File: src/hw/okc_pkg.sv
// constants for the overlay key and clip stage
package okc_pkg;

  // ---------------------------------------------------------------
  // register map (byte offsets)
  // ---------------------------------------------------------------
  localparam logic [5:0] OKC_ADDR_CTRL = 6'h00;
  localparam logic [5:0] OKC_ADDR_KEY = 6'h04;
  localparam logic [5:0] OKC_ADDR_MASK = 6'h08;
  localparam logic [5:0] OKC_ADDR_CLIP = 6'h0c;
  localparam logic [5:0] OKC_ADDR_ALPHA0 = 6'h10;
  localparam logic [5:0] OKC_ADDR_ALPHA1 = 6'h14;
  localparam logic [5:0] OKC_ADDR_STATUS = 6'h18;
  localparam logic [5:0] OKC_ADDR_SIZE = 6'h1c;
  localparam logic [5:0] OKC_ADDR_OFFS = 6'h20;

  // ---------------------------------------------------------------
  // field positions
  // ---------------------------------------------------------------
  localparam int OKC_CTRL_UNIT_ON = 0;
  localparam int OKC_CTRL_KEY_EN = 1;
  localparam int OKC_CTRL_CLIP_EN = 2;
  localparam int OKC_CHROMA_IGNORE_COUNT_LSB = 8;
  localparam int OKC_STAT_UNIT_TYPE = 4;
  localparam int OKC_STAT_BW_ERR = 5;
  localparam int OKC_STAT_POS_LSB = 8;
  localparam int OKC_GEO_HI_LSB = 16;

  // ---------------------------------------------------------------
  // reset and fixed values
  // ---------------------------------------------------------------
  localparam logic [7:0] OKC_LUMA_FLOOR_RST = 8'h10;
  localparam logic [7:0] OKC_LUMA_CEIL_RST = 8'heb;
  localparam logic [7:0] OKC_CHROMA_FLOOR_RST = 8'h10;
  localparam logic [7:0] OKC_CHROMA_CEIL_RST = 8'hf0;
  localparam logic [7:0] OKC_FIXED_FLOOR = 8'h10;
  localparam logic [7:0] OKC_FIXED_CEIL = 8'hf0;
  localparam logic [2:0] OKC_MASK_MAX = 3'h4;
  localparam logic [7:0] OKC_ALPHA_FULL = 8'h80;
  localparam int OKC_POS_W = 12;

endpackage

File: src/hw/okc_stage.sv
// overlay chroma key, alpha blend, output clip stage with avalon-mm registers
//
// Register access over Avalon-MM and the address map were left to the implementer.
module okc_stage
  import okc_pkg::*;
#(
  parameter int POS_W = okc_pkg::OKC_POS_W
) (
  // clock and reset
  input wire logic clock,
  input wire logic rst,
  // avalon-mm slave
  input wire logic [5:0] avs_address,
  input wire logic avs_read,
  input wire logic avs_write,
  input wire logic [31:0] avs_writedata,
  input wire logic [3:0] avs_byteenable,
  output logic [31:0] avs_readdata,
  output logic avs_waitrequest,
  // timing and unit state
  input wire logic line_start,
  input wire logic field_start,
  input wire logic active_video,
  input wire logic transfer_mode,
  input wire logic [23:0] transfer_byte_count,
  input wire logic fetch_bandwidth_error,
  // background and overlay pixel in
  input wire logic pix_valid,
  input wire logic pix_odd,
  input wire logic [7:0] bg_y,
  input wire logic [7:0] bg_u,
  input wire logic [7:0] bg_v,
  input wire logic ov_present,
  input wire logic [7:0] ov_y,
  input wire logic [7:0] ov_u,
  input wire logic [7:0] ov_v,
  // processed pixel out
  output logic out_valid,
  output logic [7:0] out_y,
  output logic [7:0] out_u,
  output logic [7:0] out_v
);
  import okc_pkg::*;

  // ---------------------------------------------------------------
  // state
  // ---------------------------------------------------------------
  typedef struct packed {
    logic [2:0] ctrl;
    logic [23:0] key;
    logic [2:0] mask_y;
    logic [2:0] chroma_ignore_count;
    logic [31:0] clip;
    logic [7:0] alpha0;
    logic [7:0] alpha1;
    logic [POS_W-1:0] pic_width;
    logic [POS_W-1:0] pic_height;
    logic [POS_W-1:0] pic_hoff;
    logic [POS_W-1:0] pic_voff;
    logic ack;
    logic [31:0] rdata;
    logic [POS_W-1:0] pix_cnt;
    logic [POS_W-1:0] line_cnt;
    logic [POS_W-1:0] last_x;
    logic s1_valid;
    logic s1_img;
    logic [7:0] s1_y;
    logic [7:0] s1_u;
    logic [7:0] s1_v;
    logic o_valid;
    logic [7:0] o_y;
    logic [7:0] o_u;
    logic [7:0] o_v;
  } okc_state_s;

  okc_state_s st_r;
  okc_state_s st_nxt;

  // ---------------------------------------------------------------
  // helpers
  // ---------------------------------------------------------------
  // ignore counts above four saturate, so a wild value cannot mask the whole byte
  function automatic logic key_match(input logic [7:0] px, input logic [7:0] key, input logic [2:0] cnt);
    logic [2:0] c;
    logic [7:0] m;
    c = (cnt > OKC_MASK_MAX) ? OKC_MASK_MAX : cnt;
    m = 8'hff << c;
    return ((px & m) == (key & m));
  endfunction

  // 7-bit weight out of 128; 0x40 gives the mean rounded down
  function automatic logic [7:0] blend(input logic [7:0] ov, input logic [7:0] bg, input logic [7:0] a);
    logic [15:0] sum;
    sum = 16'(ov) * 16'(a[6:0]) + 16'(bg) * (16'h0080 - 16'(a[6:0]));
    if (a[7]) begin
      return ov;
    end
    return sum[14:7];
  endfunction

  function automatic logic [7:0] clamp(input logic [7:0] val, input logic [7:0] lo, input logic [7:0] hi);
    if (val <= lo) begin
      return lo;
    end
    if (val >= hi) begin
      return hi;
    end
    return val;
  endfunction

  // one spare bit so an area that ends at the top of the counter does not wrap to zero
  function automatic logic in_span(input logic [POS_W-1:0] pos, input logic [POS_W-1:0] off,
                                   input logic [POS_W-1:0] len);
    logic [POS_W:0] last;
    last = {1'b0, off} + {1'b0, len};
    return ({1'b0, pos} >= {1'b0, off}) && ({1'b0, pos} < last);
  endfunction

  // ---------------------------------------------------------------
  // combinational decode
  // ---------------------------------------------------------------
  logic unit_on;
  logic key_en;
  logic clip_en;
  logic keyed;
  logic in_img;
  logic [7:0] alpha_y;
  logic [7:0] alpha_uv;
  logic [7:0] lfloor;
  logic [7:0] lceil;
  logic [7:0] cfloor;
  logic [7:0] cceil;
  logic [31:0] status_word;
  logic [31:0] rd_mux;
  logic bus_req;
  logic bus_take;

  assign unit_on = st_r.ctrl[OKC_CTRL_UNIT_ON];
  assign key_en = st_r.ctrl[OKC_CTRL_KEY_EN];
  assign clip_en = st_r.ctrl[OKC_CTRL_CLIP_EN];
  assign bus_req = avs_read | avs_write;
  assign bus_take = bus_req & st_r.ack;
  assign avs_waitrequest = bus_req & ~st_r.ack;

  always_comb begin
    lfloor = OKC_FIXED_FLOOR;
    lceil = OKC_FIXED_CEIL;
    cfloor = OKC_FIXED_FLOOR;
    cceil = OKC_FIXED_CEIL;
    if (clip_en) begin
      lfloor = st_r.clip[7:0];
      lceil = st_r.clip[15:8];
      cfloor = st_r.clip[23:16];
      cceil = st_r.clip[31:24];
    end
  end

  always_comb begin
    // packed 4:2:2: U lsb is the even pixel's alpha bit and also governs chroma
    alpha_y = (pix_odd ? ov_v[0] : ov_u[0]) ? st_r.alpha1 : st_r.alpha0;
    alpha_uv = ov_u[0] ? st_r.alpha1 : st_r.alpha0;
    keyed = unit_on & key_en & ov_present
      & key_match(ov_y, st_r.key[7:0], st_r.mask_y)
      & key_match(ov_u, st_r.key[15:8], st_r.chroma_ignore_count)
      & key_match(ov_v, st_r.key[23:16], st_r.chroma_ignore_count);
    in_img = active_video
      & in_span(st_r.pix_cnt, st_r.pic_hoff, st_r.pic_width)
      & in_span(st_r.line_cnt, st_r.pic_voff, st_r.pic_height);
  end

  always_comb begin
    status_word = 32'h0;
    status_word[OKC_STAT_UNIT_TYPE] = 1'b1;
    status_word[OKC_STAT_BW_ERR] = fetch_bandwidth_error;
    if (transfer_mode) begin
      // low two bits track the fetch side loosely; only the word count is exact
      status_word[OKC_STAT_POS_LSB +: 24] = transfer_byte_count;
    end else begin
      status_word[OKC_STAT_POS_LSB +: POS_W] = st_r.last_x;
      status_word[OKC_STAT_POS_LSB + POS_W +: POS_W] = st_r.line_cnt;
    end
  end

  always_comb begin
    rd_mux = 32'h0;
    unique case (avs_address)
      OKC_ADDR_CTRL: rd_mux = {29'h0, st_r.ctrl};
      OKC_ADDR_KEY: rd_mux = {8'h0, st_r.key};
      OKC_ADDR_MASK: rd_mux = {21'h0, st_r.chroma_ignore_count, 5'h0, st_r.mask_y};
      OKC_ADDR_CLIP: rd_mux = st_r.clip;
      OKC_ADDR_ALPHA0: rd_mux = {24'h0, st_r.alpha0};
      OKC_ADDR_ALPHA1: rd_mux = {24'h0, st_r.alpha1};
      OKC_ADDR_STATUS: rd_mux = status_word;
      OKC_ADDR_SIZE: rd_mux = 32'({st_r.pic_height, 4'h0, st_r.pic_width});
      OKC_ADDR_OFFS: rd_mux = 32'({st_r.pic_voff, 4'h0, st_r.pic_hoff});
      default: rd_mux = 32'h0;
    endcase
  end

  // ---------------------------------------------------------------
  // next state
  // ---------------------------------------------------------------
  function automatic logic [31:0] merge(input logic [31:0] old, input logic [31:0] wd, input logic [3:0] be);
    logic [31:0] r;
    r = old;
    for (int i = 0; i < 4; i++) begin
      if (be[i]) begin
        r[i*8 +: 8] = wd[i*8 +: 8];
      end
    end
    return r;
  endfunction

  always_comb begin
    logic [31:0] w;
    w = 32'h0;
    st_nxt = st_r;
    // one wait cycle: data are fetched while waitrequest is high
    st_nxt.ack = bus_req & ~st_r.ack;
    if (bus_req & ~st_r.ack) begin
      st_nxt.rdata = avs_read ? rd_mux : 32'h0;
    end
    if (bus_take & avs_write) begin
      unique case (avs_address)
        OKC_ADDR_CTRL: begin
          w = merge({29'h0, st_r.ctrl}, avs_writedata, avs_byteenable);
          st_nxt.ctrl = w[2:0];
        end
        OKC_ADDR_KEY: begin
          w = merge({8'h0, st_r.key}, avs_writedata, avs_byteenable);
          st_nxt.key = w[23:0];
        end
        OKC_ADDR_MASK: begin
          w = merge({21'h0, st_r.chroma_ignore_count, 5'h0, st_r.mask_y}, avs_writedata, avs_byteenable);
          st_nxt.mask_y = w[2:0];
          st_nxt.chroma_ignore_count = w[OKC_CHROMA_IGNORE_COUNT_LSB +: 3];
        end
        OKC_ADDR_CLIP: st_nxt.clip = merge(st_r.clip, avs_writedata, avs_byteenable);
        OKC_ADDR_ALPHA0: begin
          w = merge({24'h0, st_r.alpha0}, avs_writedata, avs_byteenable);
          st_nxt.alpha0 = w[7:0];
        end
        OKC_ADDR_ALPHA1: begin
          w = merge({24'h0, st_r.alpha1}, avs_writedata, avs_byteenable);
          st_nxt.alpha1 = w[7:0];
        end
        OKC_ADDR_SIZE: begin
          w = merge(32'({st_r.pic_height, 4'h0, st_r.pic_width}), avs_writedata, avs_byteenable);
          st_nxt.pic_width = w[POS_W-1:0];
          st_nxt.pic_height = w[OKC_GEO_HI_LSB +: POS_W];
        end
        OKC_ADDR_OFFS: begin
          w = merge(32'({st_r.pic_voff, 4'h0, st_r.pic_hoff}), avs_writedata, avs_byteenable);
          st_nxt.pic_hoff = w[POS_W-1:0];
          st_nxt.pic_voff = w[OKC_GEO_HI_LSB +: POS_W];
        end
        default: w = 32'h0; // status and unmapped writes are dropped
      endcase
    end

    // position counters
    if (field_start) begin
      st_nxt.line_cnt = '0;
      st_nxt.pix_cnt = '0;
    end else if (line_start) begin
      st_nxt.line_cnt = st_r.line_cnt + 1'b1;
      st_nxt.pix_cnt = '0;
    end else if (pix_valid & active_video) begin
      st_nxt.pix_cnt = st_r.pix_cnt + 1'b1;
      st_nxt.last_x = st_r.pix_cnt;
    end

    // stage 1: key and blend
    st_nxt.s1_valid = pix_valid;
    st_nxt.s1_img = in_img;
    if (!ov_present || keyed) begin
      st_nxt.s1_y = bg_y;
      st_nxt.s1_u = bg_u;
      st_nxt.s1_v = bg_v;
    end else begin
      st_nxt.s1_y = blend(ov_y, bg_y, alpha_y);
      st_nxt.s1_u = blend(ov_u, bg_u, alpha_uv);
      st_nxt.s1_v = blend(ov_v, bg_v, alpha_uv);
    end

    // stage 2: clip is last so nothing upstream can push picture-area values out of range; pixels outside the area pass unclamped
    st_nxt.o_valid = st_r.s1_valid;
    if (st_r.s1_img) begin
      st_nxt.o_y = clamp(st_r.s1_y, lfloor, lceil);
      st_nxt.o_u = clamp(st_r.s1_u, cfloor, cceil);
      st_nxt.o_v = clamp(st_r.s1_v, cfloor, cceil);
    end else begin
      st_nxt.o_y = st_r.s1_y;
      st_nxt.o_u = st_r.s1_u;
      st_nxt.o_v = st_r.s1_v;
    end
  end

  always_ff @(posedge clock or posedge rst) begin
    if (rst) begin
      st_r <= '0;
      st_r.clip <= {OKC_CHROMA_CEIL_RST, OKC_CHROMA_FLOOR_RST, OKC_LUMA_CEIL_RST, OKC_LUMA_FLOOR_RST};
    end else begin
      st_r <= st_nxt;
    end
  end

  // ---------------------------------------------------------------
  // outputs
  // ---------------------------------------------------------------
  assign avs_readdata = st_r.rdata;
  assign out_valid = st_r.o_valid;
  assign out_y = st_r.o_y;
  assign out_u = st_r.o_u;
  assign out_v = st_r.o_v;

  // ---------------------------------------------------------------
  // checks
  // ---------------------------------------------------------------
  chk_key_gating: assert property (@(posedge clock) disable iff (rst)
    (pix_valid && ov_present && !(unit_on && key_en) && alpha_y[7]) |=> (st_r.s1_y == $past(ov_y)))
    else $error("overlay dropped while keying disabled");

  chk_keyed_background: assert property (@(posedge clock) disable iff (rst)
    (pix_valid && keyed) |=> (st_r.s1_y == $past(bg_y) && st_r.s1_u == $past(bg_u) && st_r.s1_v == $past(bg_v)))
    else $error("keyed pixel did not show background");

  chk_alpha_image_only: assert property (@(posedge clock) disable iff (rst)
    (pix_valid && ov_present && !keyed && alpha_y == 8'h00) |=> (st_r.s1_y == $past(bg_y)))
    else $error("alpha zero did not give image plane");

  chk_alpha_overlay_only: assert property (@(posedge clock) disable iff (rst)
    (pix_valid && ov_present && !keyed && alpha_y[7]) |=> (st_r.s1_y == $past(ov_y)))
    else $error("alpha msb did not give overlay alone");

  chk_fixed_clip: assert property (@(posedge clock) disable iff (rst)
    (st_r.s1_valid && st_r.s1_img && !clip_en) |=> (out_y >= 8'h10 && out_y <= 8'hf0 && out_u <= 8'hf0))
    else $error("fixed clamp not applied");

  chk_blank_pass: assert property (@(posedge clock) disable iff (rst)
    (st_r.s1_valid && !st_r.s1_img) ##1 out_valid |-> (out_y == $past(st_r.s1_y)))
    else $error("blanking value altered");

  chk_clip_reset: assert property (@(posedge clock)
    ($past(rst) && !rst) |-> (st_r.clip == 32'hf010eb10))
    else $error("clip limits wrong after reset");

  chk_unit_bit: assert property (@(posedge clock) disable iff (rst)
    (avs_read && avs_address == OKC_ADDR_STATUS && avs_waitrequest) |=> (avs_readdata[4] && !avs_waitrequest))
    else $error("unit type bit not one or answer late");

  chk_pixel_index: assert property (@(posedge clock) disable iff (rst)
    (pix_valid && active_video && !line_start && !field_start) |=> (st_r.last_x == $past(st_r.pix_cnt)))
    else $error("pixel index not tracking last pixel");

  chk_status_readonly: assert property (@(posedge clock) disable iff (rst)
    (bus_take && avs_write && avs_address == OKC_ADDR_STATUS)
      |=> (st_r.ctrl == $past(st_r.ctrl) && st_r.key == $past(st_r.key) && st_r.clip == $past(st_r.clip)))
    else $error("status write changed stored state");

  chk_luma_clamp: assert property (@(posedge clock) disable iff (rst)
    (st_r.s1_valid && st_r.s1_img && lfloor <= lceil) |=> (out_y >= $past(lfloor) && out_y <= $past(lceil)))
    else $error("luma outside its limits");

  chk_chroma_clamp: assert property (@(posedge clock) disable iff (rst)
    (st_r.s1_valid && st_r.s1_img && cfloor <= cceil)
      |=> (out_u >= $past(cfloor) && out_u <= $past(cceil) && out_v >= $past(cfloor) && out_v <= $past(cceil)))
    else $error("chroma outside its limits");

  chk_open_limits: assert property (@(posedge clock) disable iff (rst)
    (st_r.s1_valid && st_r.s1_img && clip_en && st_r.clip == 32'hff00ff00)
      |=> (out_y == $past(st_r.s1_y) && out_u == $past(st_r.s1_u) && out_v == $past(st_r.s1_v)))
    else $error("open limits altered a component");

  chk_alpha_half: assert property (@(posedge clock) disable iff (rst)
    (pix_valid && ov_present && !keyed && alpha_y == 8'h40)
      |=> ({1'b0, st_r.s1_y} == (({1'b0, $past(ov_y)} + {1'b0, $past(bg_y)}) >> 1)))
    else $error("alpha half did not give the mean");

endmodule

File: config.mk
export PLATFORM = sky130hd
export DESIGN_NAME = okc_stage
export DESIGN_NICKNAME = d
export VERILOG_FILES = /design/src/hw/okc_pkg.sv /design/src/hw/okc_stage.sv
export SDC_FILE = /design/constraint.sdc
export NUM_CORES = 2
export LEC_CHECK = 0
export BUFFER_PORTS_ARGS = -buffer_cell sky130_fd_sc_hd__buf_4
export CAP_MARGIN = 20
export CORE_MARGIN = 10
export CORE_UTILIZATION = 55
export CTS_BUF_LIST = sky130_fd_sc_hd__clkbuf_16
export DETAILED_ROUTE_END_ITERATION = 6
export HOLD_SLACK_MARGIN = 0.02
export PLACE_DENSITY = 0.74
export SYNTH_ARGS = -nofsm -noshare
export SYNTH_HDL_FRONTEND = slang
export SYNTH_SLANG_ARGS = --single-unit
File: constraint.sdc
create_clock -name clock -period 22.9 [get_ports clock]
set_clock_uncertainty 0.15 [all_clocks]
set_input_delay 1.145 -clock clock [delete_from_list [all_inputs] [get_ports clock]]
set_output_delay 1.145 -clock clock [all_outputs]
set_load 0.1 [all_outputs]
==> run summary <==
CP required - 23.18 ns
Logic pwr share - 57.3%
CP Launch Type - input pin
CTS max path bufs - 3
most common cell after layout, fill and taps aside - inv_1
Via-to-Cell Ratio - 5.877
worst setup path class - input pin to flop
Non-Filler Instances - 3499
synth-to-layout area growth - 8.568%
initial antenna violation count - 3
Min-Delay Startpoint - st_nxt[24]
# H-tree levels - 1
Total GRT Usage - 26.74%
critical path fanouts, max - 29
Yosys warnings - 0
hold path depth - 0
Worst Hold Class - flop to flop
RSZ-0062 raised after global routing - no
share of layout cells above drive strength 1 - 14.78%
first-pass GRT wire length - 121100 um
register share of total power - 24.9%
Sw Ratio - 46.09%
Final setup viols - 0
power per cell area - 78.85 nW/um^2
DRT Pass-1 Iters - 7
status - complete, but fails checks
worst endpoint data arrival time - 9.02 ns
starting DRC count in detailed routing - 1485
Final #Nets - 3538
WL final - 76650 um
Max Freq - 114.4 MHz
Leakage - 14.90 nW
TritonCTS Buffers - 26
die height - 240.5 um
leading area contributor after synthesis - dfrtp_1
Final Cycle Share - 38.16%
FF-to-FF Start - st_r[168]
clock-pin slew on the worst setup and hold paths - 0.06 ns
register area - 6246 um^2
failing checks - DRC
clock latency on the worst-skew pair - 0.59 ns
CTS resizes - 0
switching pwr - 1.055 mW
Crit. End Element - flop
Netlist Area Pre-Place - 26740 um^2
Post-CTS Setup Repair Bufs - 0
Int Power - 1.234 mW
Critical Path Source - ov_u[0]
Post-Place Cells - 3444
Syn Nets - 3470
Synth cell types - 65
Peak VDD IR - 55.47 uV
clock root buffer master - clkbuf_16
most frequent cells in the layout - 396 x inv_1, 328 x nand2_1, 291 x ha_1, 259 x fa_1, 237 x dfrtp_1
#FFs+latches synth - 249
slew of the pin with the lowest slew margin - 1.035 ns
GP Congestion - 0.9561
vias in the first global route - 21750
fill count - 4039
post-synthesis cell count - 2794
Final Hold Viols - 0
Mean Syn Cell Area - 9.570 um^2
relative slew slack - 30.78%
Post-synth EDFFs - 0
Setup TNS - 0 ns
number of clock sinks - 249
area of the multi-input gates - 18190 um^2
asr flop ratio synth - 100.0%
Max Slew Vio Count - 0
via count - 20570
cts hold-fix bufs - 0
Seq/Total Area, Yosys - 23.36%
Detail Route Antenna Nets - 0
largest net degree at the start of global routing - 110
Top-Level Pins - 184
# DRC - 4
Tmin final - 8.738 ns
row cnt - 80
die area - 57840 um^2
Synth top area share - 22.18%
placed wire-length estimate - 61650 um
Clock power frac - 17.8%
leading post-synthesis cells by cell area - dfrtp_1 22%, fa_1 19%, ha_1 14%, mux2_2 6.5%, inv_1 5.5%
FF-to-FF path depth - 24
CTS tree - built
GRT overflow - 0
# port buffers - 183
WL/cell - 21.90 um
Die X - 240.5 um
max_cap viols - 0
Most used DFF post-synth - dfrtp_1
initial core utilization - 55.77%
Core ar. - 47950 um^2
synthesized netlist by cell type (all sizes together), types with 10 or more instances:
| library cell | instances |
|---|---|
| inv | 394 |
| nand2 | 328 |
| ha | 291 |
| fa | 259 |
| dfrtp | 237 |
| and2 | 157 |
| mux2 | 155 |
| o21ai | 113 |
| a21oi | 87 |
| clkbuf | 85 |
| nor2 | 83 |
| buf | 77 |
| xnor2 | 72 |
| mux2i | 48 |
| xor2 | 44 |
| nor3 | 33 |
| nor2b | 32 |
| nand3 | 30 |
| a21o | 28 |
| and3 | 24 |
| nand2b | 22 |
| a221o | 18 |
| a22oi | 17 |
| a22o | 16 |
| o21a | 14 |
| nand4 | 13 |
| a221oi | 12 |
| dfstp | 12 |
| a222oi | 11 |
| a211oi | 10 |
| or3 | 10 |
flip-flops by register name (all words and copies together), names as in the netlist:
signal / cells
out_v: 8
avs_readdata: 32
out_u: 8
key_en: 1
clip_en: 1
out_valid: 1
st_nxt: 1
out_y: 8
st_r: 189
stage by stage:
| step | utilization (%) | setup WS [ns] | hold slack [ns] | power (mW) | instance area (um^2) |
|---|---|---|---|---|---|
| 2_1_floorplan | - | 14.68 | 0.1812 | 1.553 | 26740 |
| 6_report | 60.55 | 14.16 | 0.2018 | 2.289 | 29030 |
| 3_5_place_dp | 58.75 | 13.49 | 0.1878 | 1.870 | 28170 |
| 5_1_grt | 60.55 | 13.71 | 0.2148 | 2.477 | 29030 |
| 4_1_cts | 60.45 | 14.05 | 0.2010 | 2.284 | 28980 |
| 3_3_place_gp | 58.75 | 13.71 | 0.1822 | 1.831 | 28170 |
power groups by stage:
stage               combinational (mW)  sequential (mW)  clock, mW
floorplan                         1.02            0.531          0
global placement                  1.26            0.574          0
detailed placement                1.30            0.574          0
CTS                               1.31            0.567      0.411
global route                      1.48            0.573      0.429
finish                            1.31            0.570      0.408
final cells by class:
type	count	area share (%)
Antenna cell	2	0.01724
Sequential cell	249	21.52
Tap cell	615	2.651
Inverter	394	5.120
Multi-Input combinational cell	1989	62.65
Clock inverter	22	0.5689
Clock buffer	26	2.241
Timing Repair Buffer	202	5.237
kinds of logic (layout without fill, tap and decap cells):
family                   Yosys count  after routing  share of synthesized area, %
AO/OA/AOI/OAI                    372            372                         9.298
XOR/XNOR                         116            116                         3.800
adder cells (fa/ha/maj)          550            550                         33.01
buffers and inverters            556            644                         8.680
flip-flops                       249            249                         23.36
multiplexers                     203            203                         8.352
other                              0              2                             0
AND/OR/NAND/NOR                  748            748                         13.50
per-layer routing:
layer,up-vias,routed length [um],track usage (%)
met3,165,5094,3.343
met1,10360,30730,33.62
met4,2,3340,11.04
li1,9272,-,-
met2,769,37460,45.75
met5,-,20,0
final timing paths:
path	slack, ns	to
min in group asynchronous	0.52	st_r[63]
worst min-delay path	0.20	out_valid
max in group asynchronous	20.59	st_r[38]
worst max register to register	14.54	st_r[40]
worst max-delay path	14.16	st_r[40]
worst min register to register	0.20	out_valid
critical path: stages:
cell and delay (ns):
buf_4 0.19, mux2_2 0.65, inv_1 0.25, ha_1 0.29, nand3_1 0.11, xor2_1 0.83
nand2_1 0.20, fa_1 0.48, fa_1 0.51, inv_1 0.06, fa_1 0.56, fa_1 0.44
fa_1 0.49, inv_1 0.05, fa_1 0.48, inv_1 0.04, ha_1 0.21, or4_1 0.52
o211a_1 0.18, a2111oi_2 0.42, o31ai_1 0.17, a21oi_1 0.20, xnor2_1 0.14, o21ai_0 0.09
mux2_2 0.29
Power figures use the tool's default switching activity.
